==> src/pdg_pkg.sv <==
// Package with I/O addresses, field positions and reset values of the port
package pdg_pkg;
    localparam int PIN_COUNT = 8;
    localparam int IO_ADDR_WIDTH = 6;
    // I/O space locations of the three port addresses
    localparam logic [5:0] OUTPUT_LATCH_ADDR = 6'h12;
    localparam logic [5:0] DIRECTION_ADDR = 6'h11;
    localparam logic [5:0] PIN_LEVEL_ADDR = 6'h10;
    // Pin positions of the alternate functions
    localparam int PIN_RX = 0;
    localparam int PIN_TX = 1;
    localparam int PIN_IRQ0 = 2;
    localparam int PIN_IRQ1 = 3;
    localparam int PIN_T1B = 4;
    localparam int PIN_T1A = 5;
    localparam int PIN_CAPT = 6;
    localparam int PIN_T2 = 7;
    localparam logic [7:0] LATCH_RESET = 8'h00;
    localparam logic [7:0] DIRECTION_RESET = 8'h00;
    localparam logic [7:0] READ_IDLE = 8'h00;
    localparam int SYNC_STAGES = 2;
endpackage

==> src/pdg_port.sv <==
// Eight-bit general purpose port with timer, interrupt and serial functions
`timescale 1ns/1ps
// Behaviour
// (RQ1) Direction bit one makes the pin an output, zero an input.
// (RQ2) Input pin with latch one gets its pull-up enabled.
// (RQ3) Pull-up off when latch is zero or pin is an output.
// (RQ4) Direction zero and latch zero leaves the pin floating.
// (RQ5) Output pin drives its latch value push-pull, no pull-up.
// (RQ6) Eight identical pins, seven down to zero, own bits each.
// (RQ7) Pin seven carries timer-two compare output when enabled and output.
// (RQ8) Pin six feeds timer-one capture when enabled and input.
// (RQ9) Pin five carries timer-one compare A when enabled and output.
// (RQ10) Pin four carries timer-one compare B when enabled and output.
// (RQ11) Pin three level goes to interrupt source one when enabled.
// (RQ12) Pin two level goes to interrupt source zero when enabled.
// (RQ13) Transmitter enabled forces pin one output with serial data.
// (RQ14) Receiver enabled forces pin zero to input whatever direction says.
// (RQ15) Forced input pin zero gets pull-up when its latch is one.
// (RQ16) Every pin input is synchronised to the core clock before use.
// (RQ17) Latch, direction, pin-level at I/O addresses 12h, 11h, 10h.
// (RQ18) Latch read returns latch, pin-level read returns pin values.
// (RQ19) Reset clears direction and latch, all pins floating inputs.
// (RQ20) Function enables are inputs; unenabled pins act as plain I/O.
module pdg_port #(
    // Pin count; the alternate-function map fixes it at eight
    parameter int PIN_COUNT = pdg_pkg::PIN_COUNT,
    // Synchroniser depth; the state record holds exactly two stages
    parameter int SYNC_DEPTH = pdg_pkg::SYNC_STAGES,
    // Address width of the I/O space decoder
    parameter int ADDR_WIDTH = pdg_pkg::IO_ADDR_WIDTH
) (
    // Clock and asynchronous reset
    input wire logic clk,
    input wire logic sys_rst,

    // Register access: strobes, address and data
    input wire logic [pdg_pkg::IO_ADDR_WIDTH-1:0] ioAddr,
    input wire logic ioWrite,
    input wire logic ioRead,
    input wire logic [7:0] ioWrData,
    output logic [7:0] ioRdData,
    output logic ioRdValid,

    // Pads: level seen, value driven, drive and pull-up enables
    input wire logic [7:0] pinIn,
    output logic [7:0] pinOut,
    output logic [7:0] pinOutEn,
    output logic [7:0] pullUpEn,

    // Timer compare outputs and capture input
    input wire logic timer2CompareEn,
    input wire logic timer2CompareOut,
    input wire logic timer1CompareAEn,
    input wire logic timer1CompareAOut,
    input wire logic timer1CompareBEn,
    input wire logic timer1CompareBOut,
    input wire logic timer1CaptureEn,
    output logic timer1CaptureIn,

    // External interrupt levels
    input wire logic extIrqOneEn,
    output logic extIrqOne,
    input wire logic extIrqZeroEn,
    output logic extIrqZero,

    // Serial transmitter and receiver
    input wire logic uartTxEn,
    input wire logic uartTxData,
    input wire logic uartRxEn,
    output logic uartRxData
);
    import pdg_pkg::*;

    // Widths here are fixed by the pin map and the package;
    // refuse sizes that the record and decoders cannot serve
    if (PIN_COUNT != 8) begin : g_pin_count_check
        $error("pdg_port: the alternate-function map needs eight pins");
    end
    if (SYNC_DEPTH != 2) begin : g_sync_depth_check
        $error("pdg_port: the state record holds two sync stages");
    end
    if (ADDR_WIDTH != IO_ADDR_WIDTH) begin : g_addr_width_check
        $error("pdg_port: the address port width is fixed");
    end
    // Every function pin must fall inside the port
    if (PIN_T2 >= PIN_COUNT) begin : g_pin_map_check
        $error("pdg_port: a function pin lies outside the port");
    end

    // Register record: latch and direction bits, two sync stages,
    // and the registered outputs; one flop bank for all of it
    typedef struct packed {
        logic [7:0] latch;
        logic [7:0] direction;
        logic [7:0] syncA;
        logic [7:0] syncB;
        logic [7:0] rdData;
        logic rdValid;
        logic captIn;
        logic irqOne;
        logic irqZero;
        logic rxData;
    } pdg_state_s;

    // Reset image; receive data idles high like a quiet serial line.
    // Latch and direction at zero leave every pin a floating input.
    localparam pdg_state_s STATE_RESET = '{
        latch: LATCH_RESET,
        direction: DIRECTION_RESET,
        syncA: 8'h00,
        syncB: 8'h00,
        rdData: READ_IDLE,
        rdValid: 1'b0,
        captIn: 1'b0,
        irqOne: 1'b0,
        irqZero: 1'b0,
        rxData: 1'b1
    };

    // One register bank; its next value is built in one block
    pdg_state_s state_q;
    pdg_state_s state_d;

    // Qualified address match, used by the latch and direction write decoders only.
    // A read and a write in one cycle see the old register value.
    function automatic logic addr_hit(
        input logic strobe,
        input logic [5:0] addr,
        input logic [5:0] target
    );
        return strobe && (addr == target);
    endfunction

    // Read multiplexer; unmapped addresses answer with the idle byte.
    // The direction register reads back so software can save it.
    function automatic logic [7:0] read_select(
        input logic [5:0] addr,
        input logic [7:0] latch,
        input logic [7:0] direction,
        input logic [7:0] pins
    );
        logic [7:0] res;
        res = READ_IDLE;
        case (addr)
            OUTPUT_LATCH_ADDR: begin
                res = latch; // RQ18
            end
            DIRECTION_ADDR: begin
                res = direction; // RQ17
            end
            PIN_LEVEL_ADDR: begin
                res = pins; // RQ18
            end
            default: begin
                // Unmapped location, nothing to report
                res = READ_IDLE;
            end
        endcase
        return res;
    endfunction

    // Input function gate; a disabled function sees a quiet low,
    // so the unit behind it never reacts to plain I/O traffic
    function automatic logic gate_input(
        input logic enable,
        input logic isInput,
        input logic level
    );
        logic res;
        res = 1'b0;
        if (enable && isInput) begin
            res = level;
        end
        return res;
    endfunction

    // Direction after the serial overrides
    function automatic logic [7:0] effective_dir(
        input logic [7:0] direction,
        input logic txEn,
        input logic rxEn
    );
        logic [7:0] res;
        res = direction; // RQ1 RQ6 RQ20
        // Transmitter claims pin one whatever its direction bit says
        if (txEn) begin
            res[PIN_TX] = 1'b1; // RQ13
        end
        // Receiver keeps pin zero an input so it never fights the line
        if (rxEn) begin
            res[PIN_RX] = 1'b0; // RQ14
        end
        // Both overrides may stand at once; they touch different pins
        return res;
    endfunction

    // Timer level takes the pin only while software made it an output;
    // otherwise the latch bit stands, as for a plain pin
    function automatic logic timer_pin(
        input logic enable,
        input logic dirBit,
        input logic timerLevel,
        input logic latchBit
    );
        logic res;
        res = latchBit;
        if (enable && dirBit) begin
            res = timerLevel;
        end
        return res;
    endfunction

    // Effective direction after the serial overrides
    logic [7:0] effDir;
    // Driven value after alternate function muxing
    logic [7:0] effOut;

    // Pin zero forced in by receiver, pin one forced out by transmitter
    always_comb begin
        effDir = effective_dir(state_q.direction, uartTxEn, uartRxEn);
    end

    // Timer outputs only take over while the pin is an output
    always_comb begin
        effOut = state_q.latch; // RQ5 RQ20
        effOut[PIN_T2] = timer_pin(timer2CompareEn,
            state_q.direction[PIN_T2], timer2CompareOut,
            state_q.latch[PIN_T2]); // RQ7
        effOut[PIN_T1A] = timer_pin(timer1CompareAEn,
            state_q.direction[PIN_T1A], timer1CompareAOut,
            state_q.latch[PIN_T1A]); // RQ9
        effOut[PIN_T1B] = timer_pin(timer1CompareBEn,
            state_q.direction[PIN_T1B], timer1CompareBOut,
            state_q.latch[PIN_T1B]); // RQ10
        // Transmit data overrides whatever the latch holds for pin one
        if (uartTxEn) begin
            effOut[PIN_TX] = uartTxData; // RQ13
        end
    end

    // Pads are combinational from the flops, so a write shows on
    // the pins right after the edge that takes it
    // Pad drive enables follow the effective direction
    assign pinOutEn = effDir; // RQ1 RQ4
    // Undriven pins show zero so a stale latch cannot leak out
    assign pinOut = effOut & effDir; // RQ5
    // Pull-up only on inputs, forced or not; never fights a driver
    assign pullUpEn = state_q.latch & ~effDir; // RQ2 RQ3 RQ4 RQ15

    // Next state: synchroniser, register writes, read data, functions
    always_comb begin
        state_d = state_q;
        // First stage feeds only the second, so a metastable level
        // never reaches the read or function paths directly
        state_d.syncA = pinIn; // RQ16
        state_d.syncB = state_q.syncA; // RQ16
        // Writes to the pin-level address are dropped, it is read-only
        if (addr_hit(ioWrite, ioAddr, OUTPUT_LATCH_ADDR)) begin
            state_d.latch = ioWrData; // RQ17
        end
        if (addr_hit(ioWrite, ioAddr, DIRECTION_ADDR)) begin
            state_d.direction = ioWrData; // RQ17
        end
        // Read answer stands one cycle; idle byte otherwise
        state_d.rdValid = ioRead;
        state_d.rdData = READ_IDLE;
        if (ioRead) begin
            state_d.rdData = read_select(ioAddr, state_q.latch,
                state_q.direction, state_q.syncB); // RQ17 RQ18
        end
        // Function inputs read synchronised levels only; one more flop
        // keeps them glitch free at the cost of a cycle of latency
        state_d.captIn = gate_input(timer1CaptureEn,
            !state_q.direction[PIN_CAPT], state_q.syncB[PIN_CAPT]); // RQ8
        state_d.irqOne = gate_input(extIrqOneEn, 1'b1,
            state_q.syncB[PIN_IRQ1]); // RQ11
        state_d.irqZero = gate_input(extIrqZeroEn, 1'b1,
            state_q.syncB[PIN_IRQ0]); // RQ12
        // Receive data idles high while the receiver is off
        state_d.rxData = uartRxEn ? state_q.syncB[PIN_RX] : 1'b1;
    end

    // Asynchronous reset loads only the constant reset image;
    // anything else here would race the release of reset
    always_ff @(posedge clk or posedge sys_rst) begin
        if (sys_rst) begin
            state_q <= STATE_RESET; // RQ19
        end else begin
            state_q <= state_d;
        end
    end

    // Read answer straight from the state record
    assign ioRdData = state_q.rdData;
    assign ioRdValid = state_q.rdValid;
    // Function levels straight from the state record
    assign timer1CaptureIn = state_q.captIn;
    assign extIrqOne = state_q.irqOne;
    assign extIrqZero = state_q.irqZero;
    assign uartRxData = state_q.rxData;
endmodule
==> config.mk <==
export PLATFORM = sky130hd
export DESIGN_NAME = pdg_port
export DESIGN_NICKNAME = d
export VERILOG_FILES = /design/src/pdg_pkg.sv /design/src/pdg_port.sv
export SDC_FILE = /design/constraint.sdc
export NUM_CORES = 1
export LEC_CHECK = 0
export ABC_AREA = 1
export BUFFER_PORTS_ARGS = -buffer_cell sky130_fd_sc_hd__buf_2
export CELL_PAD_IN_SITES_DETAIL_PLACEMENT = 1
export CELL_PAD_IN_SITES_GLOBAL_PLACEMENT = 2
export CORE_UTILIZATION = 28
export CTS_CLUSTER_SIZE = 20
export DETAILED_ROUTE_END_ITERATION = 6
export PLACE_DENSITY = 0.8
export SYNTH_ARGS = -nofsm -noshare
export SYNTH_HDL_FRONTEND = slang
export SYNTH_SLANG_ARGS = --single-unit
==> constraint.sdc <==
create_clock -name clk -period 1.6 [get_ports clk]
set_input_delay 0.32 -clock clk [delete_from_list [all_inputs] [get_ports clk]]
set_output_delay 0.32 -clock clk [all_outputs]
set_load 0.01 [all_outputs]
==> flow_metrics.py <==
metrics = {
    "critical_path": {
        "worstPathCellList": "inv_1, nand2_1, a21boi_0, buf_2",
        "arrival_ns": 1.14,
        "cp-start-kind": "register",
        "cp_num_buf_inv": 2,
        "max_stage_delay_ns": 0.39,
        "crit_path_top_delay_cell": "dfrtp_1",
        "crit_family": "flip-flops",
        "crit_fanout": 3,
        "required_ns": 1.28,
        "worstSetupPathType": "reg -> out",
        "worstSetupEndpointType": "output port",
    },
    "route": {
        "via_per_inst": 4.23,
        "firstDrtPassIters": 4,
        "route.detailed.drc": 0,
        "wl_per_cell_um": 12.8,
        "num_vias": 1603,
        "postRouteWirelength_um": 4870,
        "antenna_left": 0,
        "drt_iter0_drc": 52,
    },
    "outcome": {
        "status": "complete, no violations",
    },
    "clock_tree": {
        "cts_tree": "yes",
        "h-tree-depth": 2,
        "root_buffer": "clkbuf_8",
        "clock_latency_ns": 0.31,
        "clk_transition_reported_paths_ns": 0.09,
        "cts_resized": 0,
        "numCtsBuffers": 5,
        "clk_path_buf_depth": 2,
        "holdBufCountCts": 0,
        "clock-sinks": 45,
        "postCtsSetupBuffers": 0,
    },
    "yosys": {
        "postSynthAreaPerCell_sq_um": 9.29,
        "ys_top_cells_by_area": "dfrtp_1 (55%), nand2_1 (7.9%), inv_1 (6.4%)",
        "syn-num-nets": 253,
        "synthDistinctLibCells": 21,
        "synth-seq-area-share_pct": 56.5,
        "ys_warn_count": 0,
        "synth_area_sq_mm": 0.00200,
        "synth_top_area_share_pct": 55.1,
        "postSynthCellCount": 215,
        "yosys.area.top_type": "dfrtp_1",
        "ys_ff_latch": 45,
    },
    "cells_and_area": {
        "final_util_pct": 36.5,
        "layout-drive-gt1-share_pct": 34.6,
        "fin_cells": 379,
        "fin_area_sq_mm": 0.00249,
        "nets": 320,
        "area_growth_pct": 24.8,
        "num_antenna_cells": 0,
    },
    "grt": {
        "antenna_found_initial": 0,
        "grtUsageTotal_pct": 14.0,
        "grt_max_degree": 25,
        "grt_pass1_vias": 1565,
        "grt.overflow.total": 0,
        "grt_pass1_wl_um": 7740,
    },
    "sta": {
        "setup_viol": 0,
        "worst_pin_slew_ns": 0.500,
        "slew_violations": 0,
        "min_period_ns": 1.46,
        "relSlewSlack_pct": 66.5,
        "finalHoldViolCount": 0,
        "fin_crit_sh_pct": 91.0,
        "worst_slack_ns": 0.144,
        "grt_setup_unrepaired": "no",
        "setup_tns_ns": 0,
        "clock_skew_ns": 0.00382,
        "fmax_mhz": 687,
        "holdWs_ns": 0.0363,
    },
    "power": {
        "powerDensity_mw_per_mm2": 1050,
        "leakage_nw": 1.45,
        "finalPower_mw": 2.61,
        "vdd_ir_drop_max_v": 0.000390,
    },
    "floorplan": {
        "start_util_pct": 29.2,
        "fp.dieW_um": 86.5,
        "core_sq_mm": 0.00683,
        "die_y_um": 86.5,
        "io_pins": 75,
        "dieArea_sq_mm": 0.00747,
        "rows": 30,
    },
    "run": {
        "max_cap_viol_count": 0,
    },
    "placement": {
        "dpl_cell_area_sq_mm": 0.00238,
        "dpl.hpwl_um": 3880,
        "dp.cells": 371,
        "place_ws_ns": 0.181,
        "gp_routability_congestion": 0.722,
        "io_buffers": 74,
    },
    "worst_hold_path": {
        "hp-class": "in -> async",
    },
}
-- layer usage --
metal / GRT usage, % / part of all wire [%] / routed length [um]
met5: 0 / 0 / 0
met4: 5.45 / 1.7 / 85
met3: 3.71 / 5.0 / 244
met2: 24.2 / 51 / 2490
met1: 16.5 / 42 / 2050
-- cell type report --
| cell class | count | area, sq um |
|---|---|---|
| Clock buffer | 5 | 68.8 |
| Clock inverter | 3 | 46.3 |
| Fill cell | 864 | 4340 |
| Tap cell | 96 | 120 |
| Inverter | 35 | 131 |
| Sequential cell | 45 | 1130 |
| Multi-Input combinational cell | 118 | 606 |
| Timing Repair Buffer | 77 | 393 |
-- kinds of logic after synthesis --
kind of cell | share of synthesized area, %
simple gates | 24.1
buf+inv | 13.2
compound gates | 6.27
flops | 56.5
-- where the power goes --
part	total [mW]	switching [mW]	internal [mW]
logic	0.421	0.255	0.167
clock network	0.871	0.404	0.467
registers	1.32	0.0866	1.23
-- worst register-to-register path: stages (launching register included) --
cell and delay, ns:
dfrtp_1 0.46, nand3_1 0.11, nand3_1 0.08, nand2_1 0.06, inv_1 0.04
-- registers in the layout, summed over array words and instances, names as in the netlist --
signal and flops:
ioRdData 8, timer1CaptureIn 1, extIrqOne 1, ioRdValid 1
pinOutEn 6, extIrqZero 1, uartRxData 1, effOut 4
state_d 8, state_q 14
-- cells in the mapped netlist --
master,count
nor2_1,12
nand4_1,8
nand3_1,24
inv_2,1
inv_1,34
dfrtp_1,44
nand2_2,1
nor2_4,3
o21ai_1,1
buf_8,1
buf_2,1
o21ai_0,16
nand2_1,42
nor3_1,1
dfstp_2,1
nor2_8,2
buf_4,15
o21ai_2,2
a21oi_1,3
a21boi_0,1
nand2_4,2
-- layout by cell type (no fill, tap or decap), drive strengths merged --
cell,netlist,final
a21boi,1,1
a21oi,3,3
buf,17,77
bufinv,0,1
clkbuf,0,5
clkinv,0,1
clkinvlp,0,1
dfrtp,44,44
dfstp,1,1
inv,35,35
nand2,45,45
nand3,24,24
nand4,8,8
nor2,17,17
nor3,1,1
o21ai,19,19
-- worst paths after layout --
| path | start | end | slack (ns) | cells after the start |
|---|---|---|---|---|
| worst max-delay path | state_q[30] | pinOut[1] | 0.14 | 4 |
| worst min-delay path | sys_rst | state_d[17] | 0.04 | 3 |
| worst max register to register | pinOutEn[6] | ioRdData[6] | 0.76 | 4 |
| worst min register to register | state_d[19] | state_q[19] | 0.35 | 0 |
| max in group asynchronous | sys_rst | uartRxData | 1.25 | 3 |
| min in group clk | pinIn[5] | state_d[18] | 0.11 | 1 |
Power figures use the tool's default switching activity.
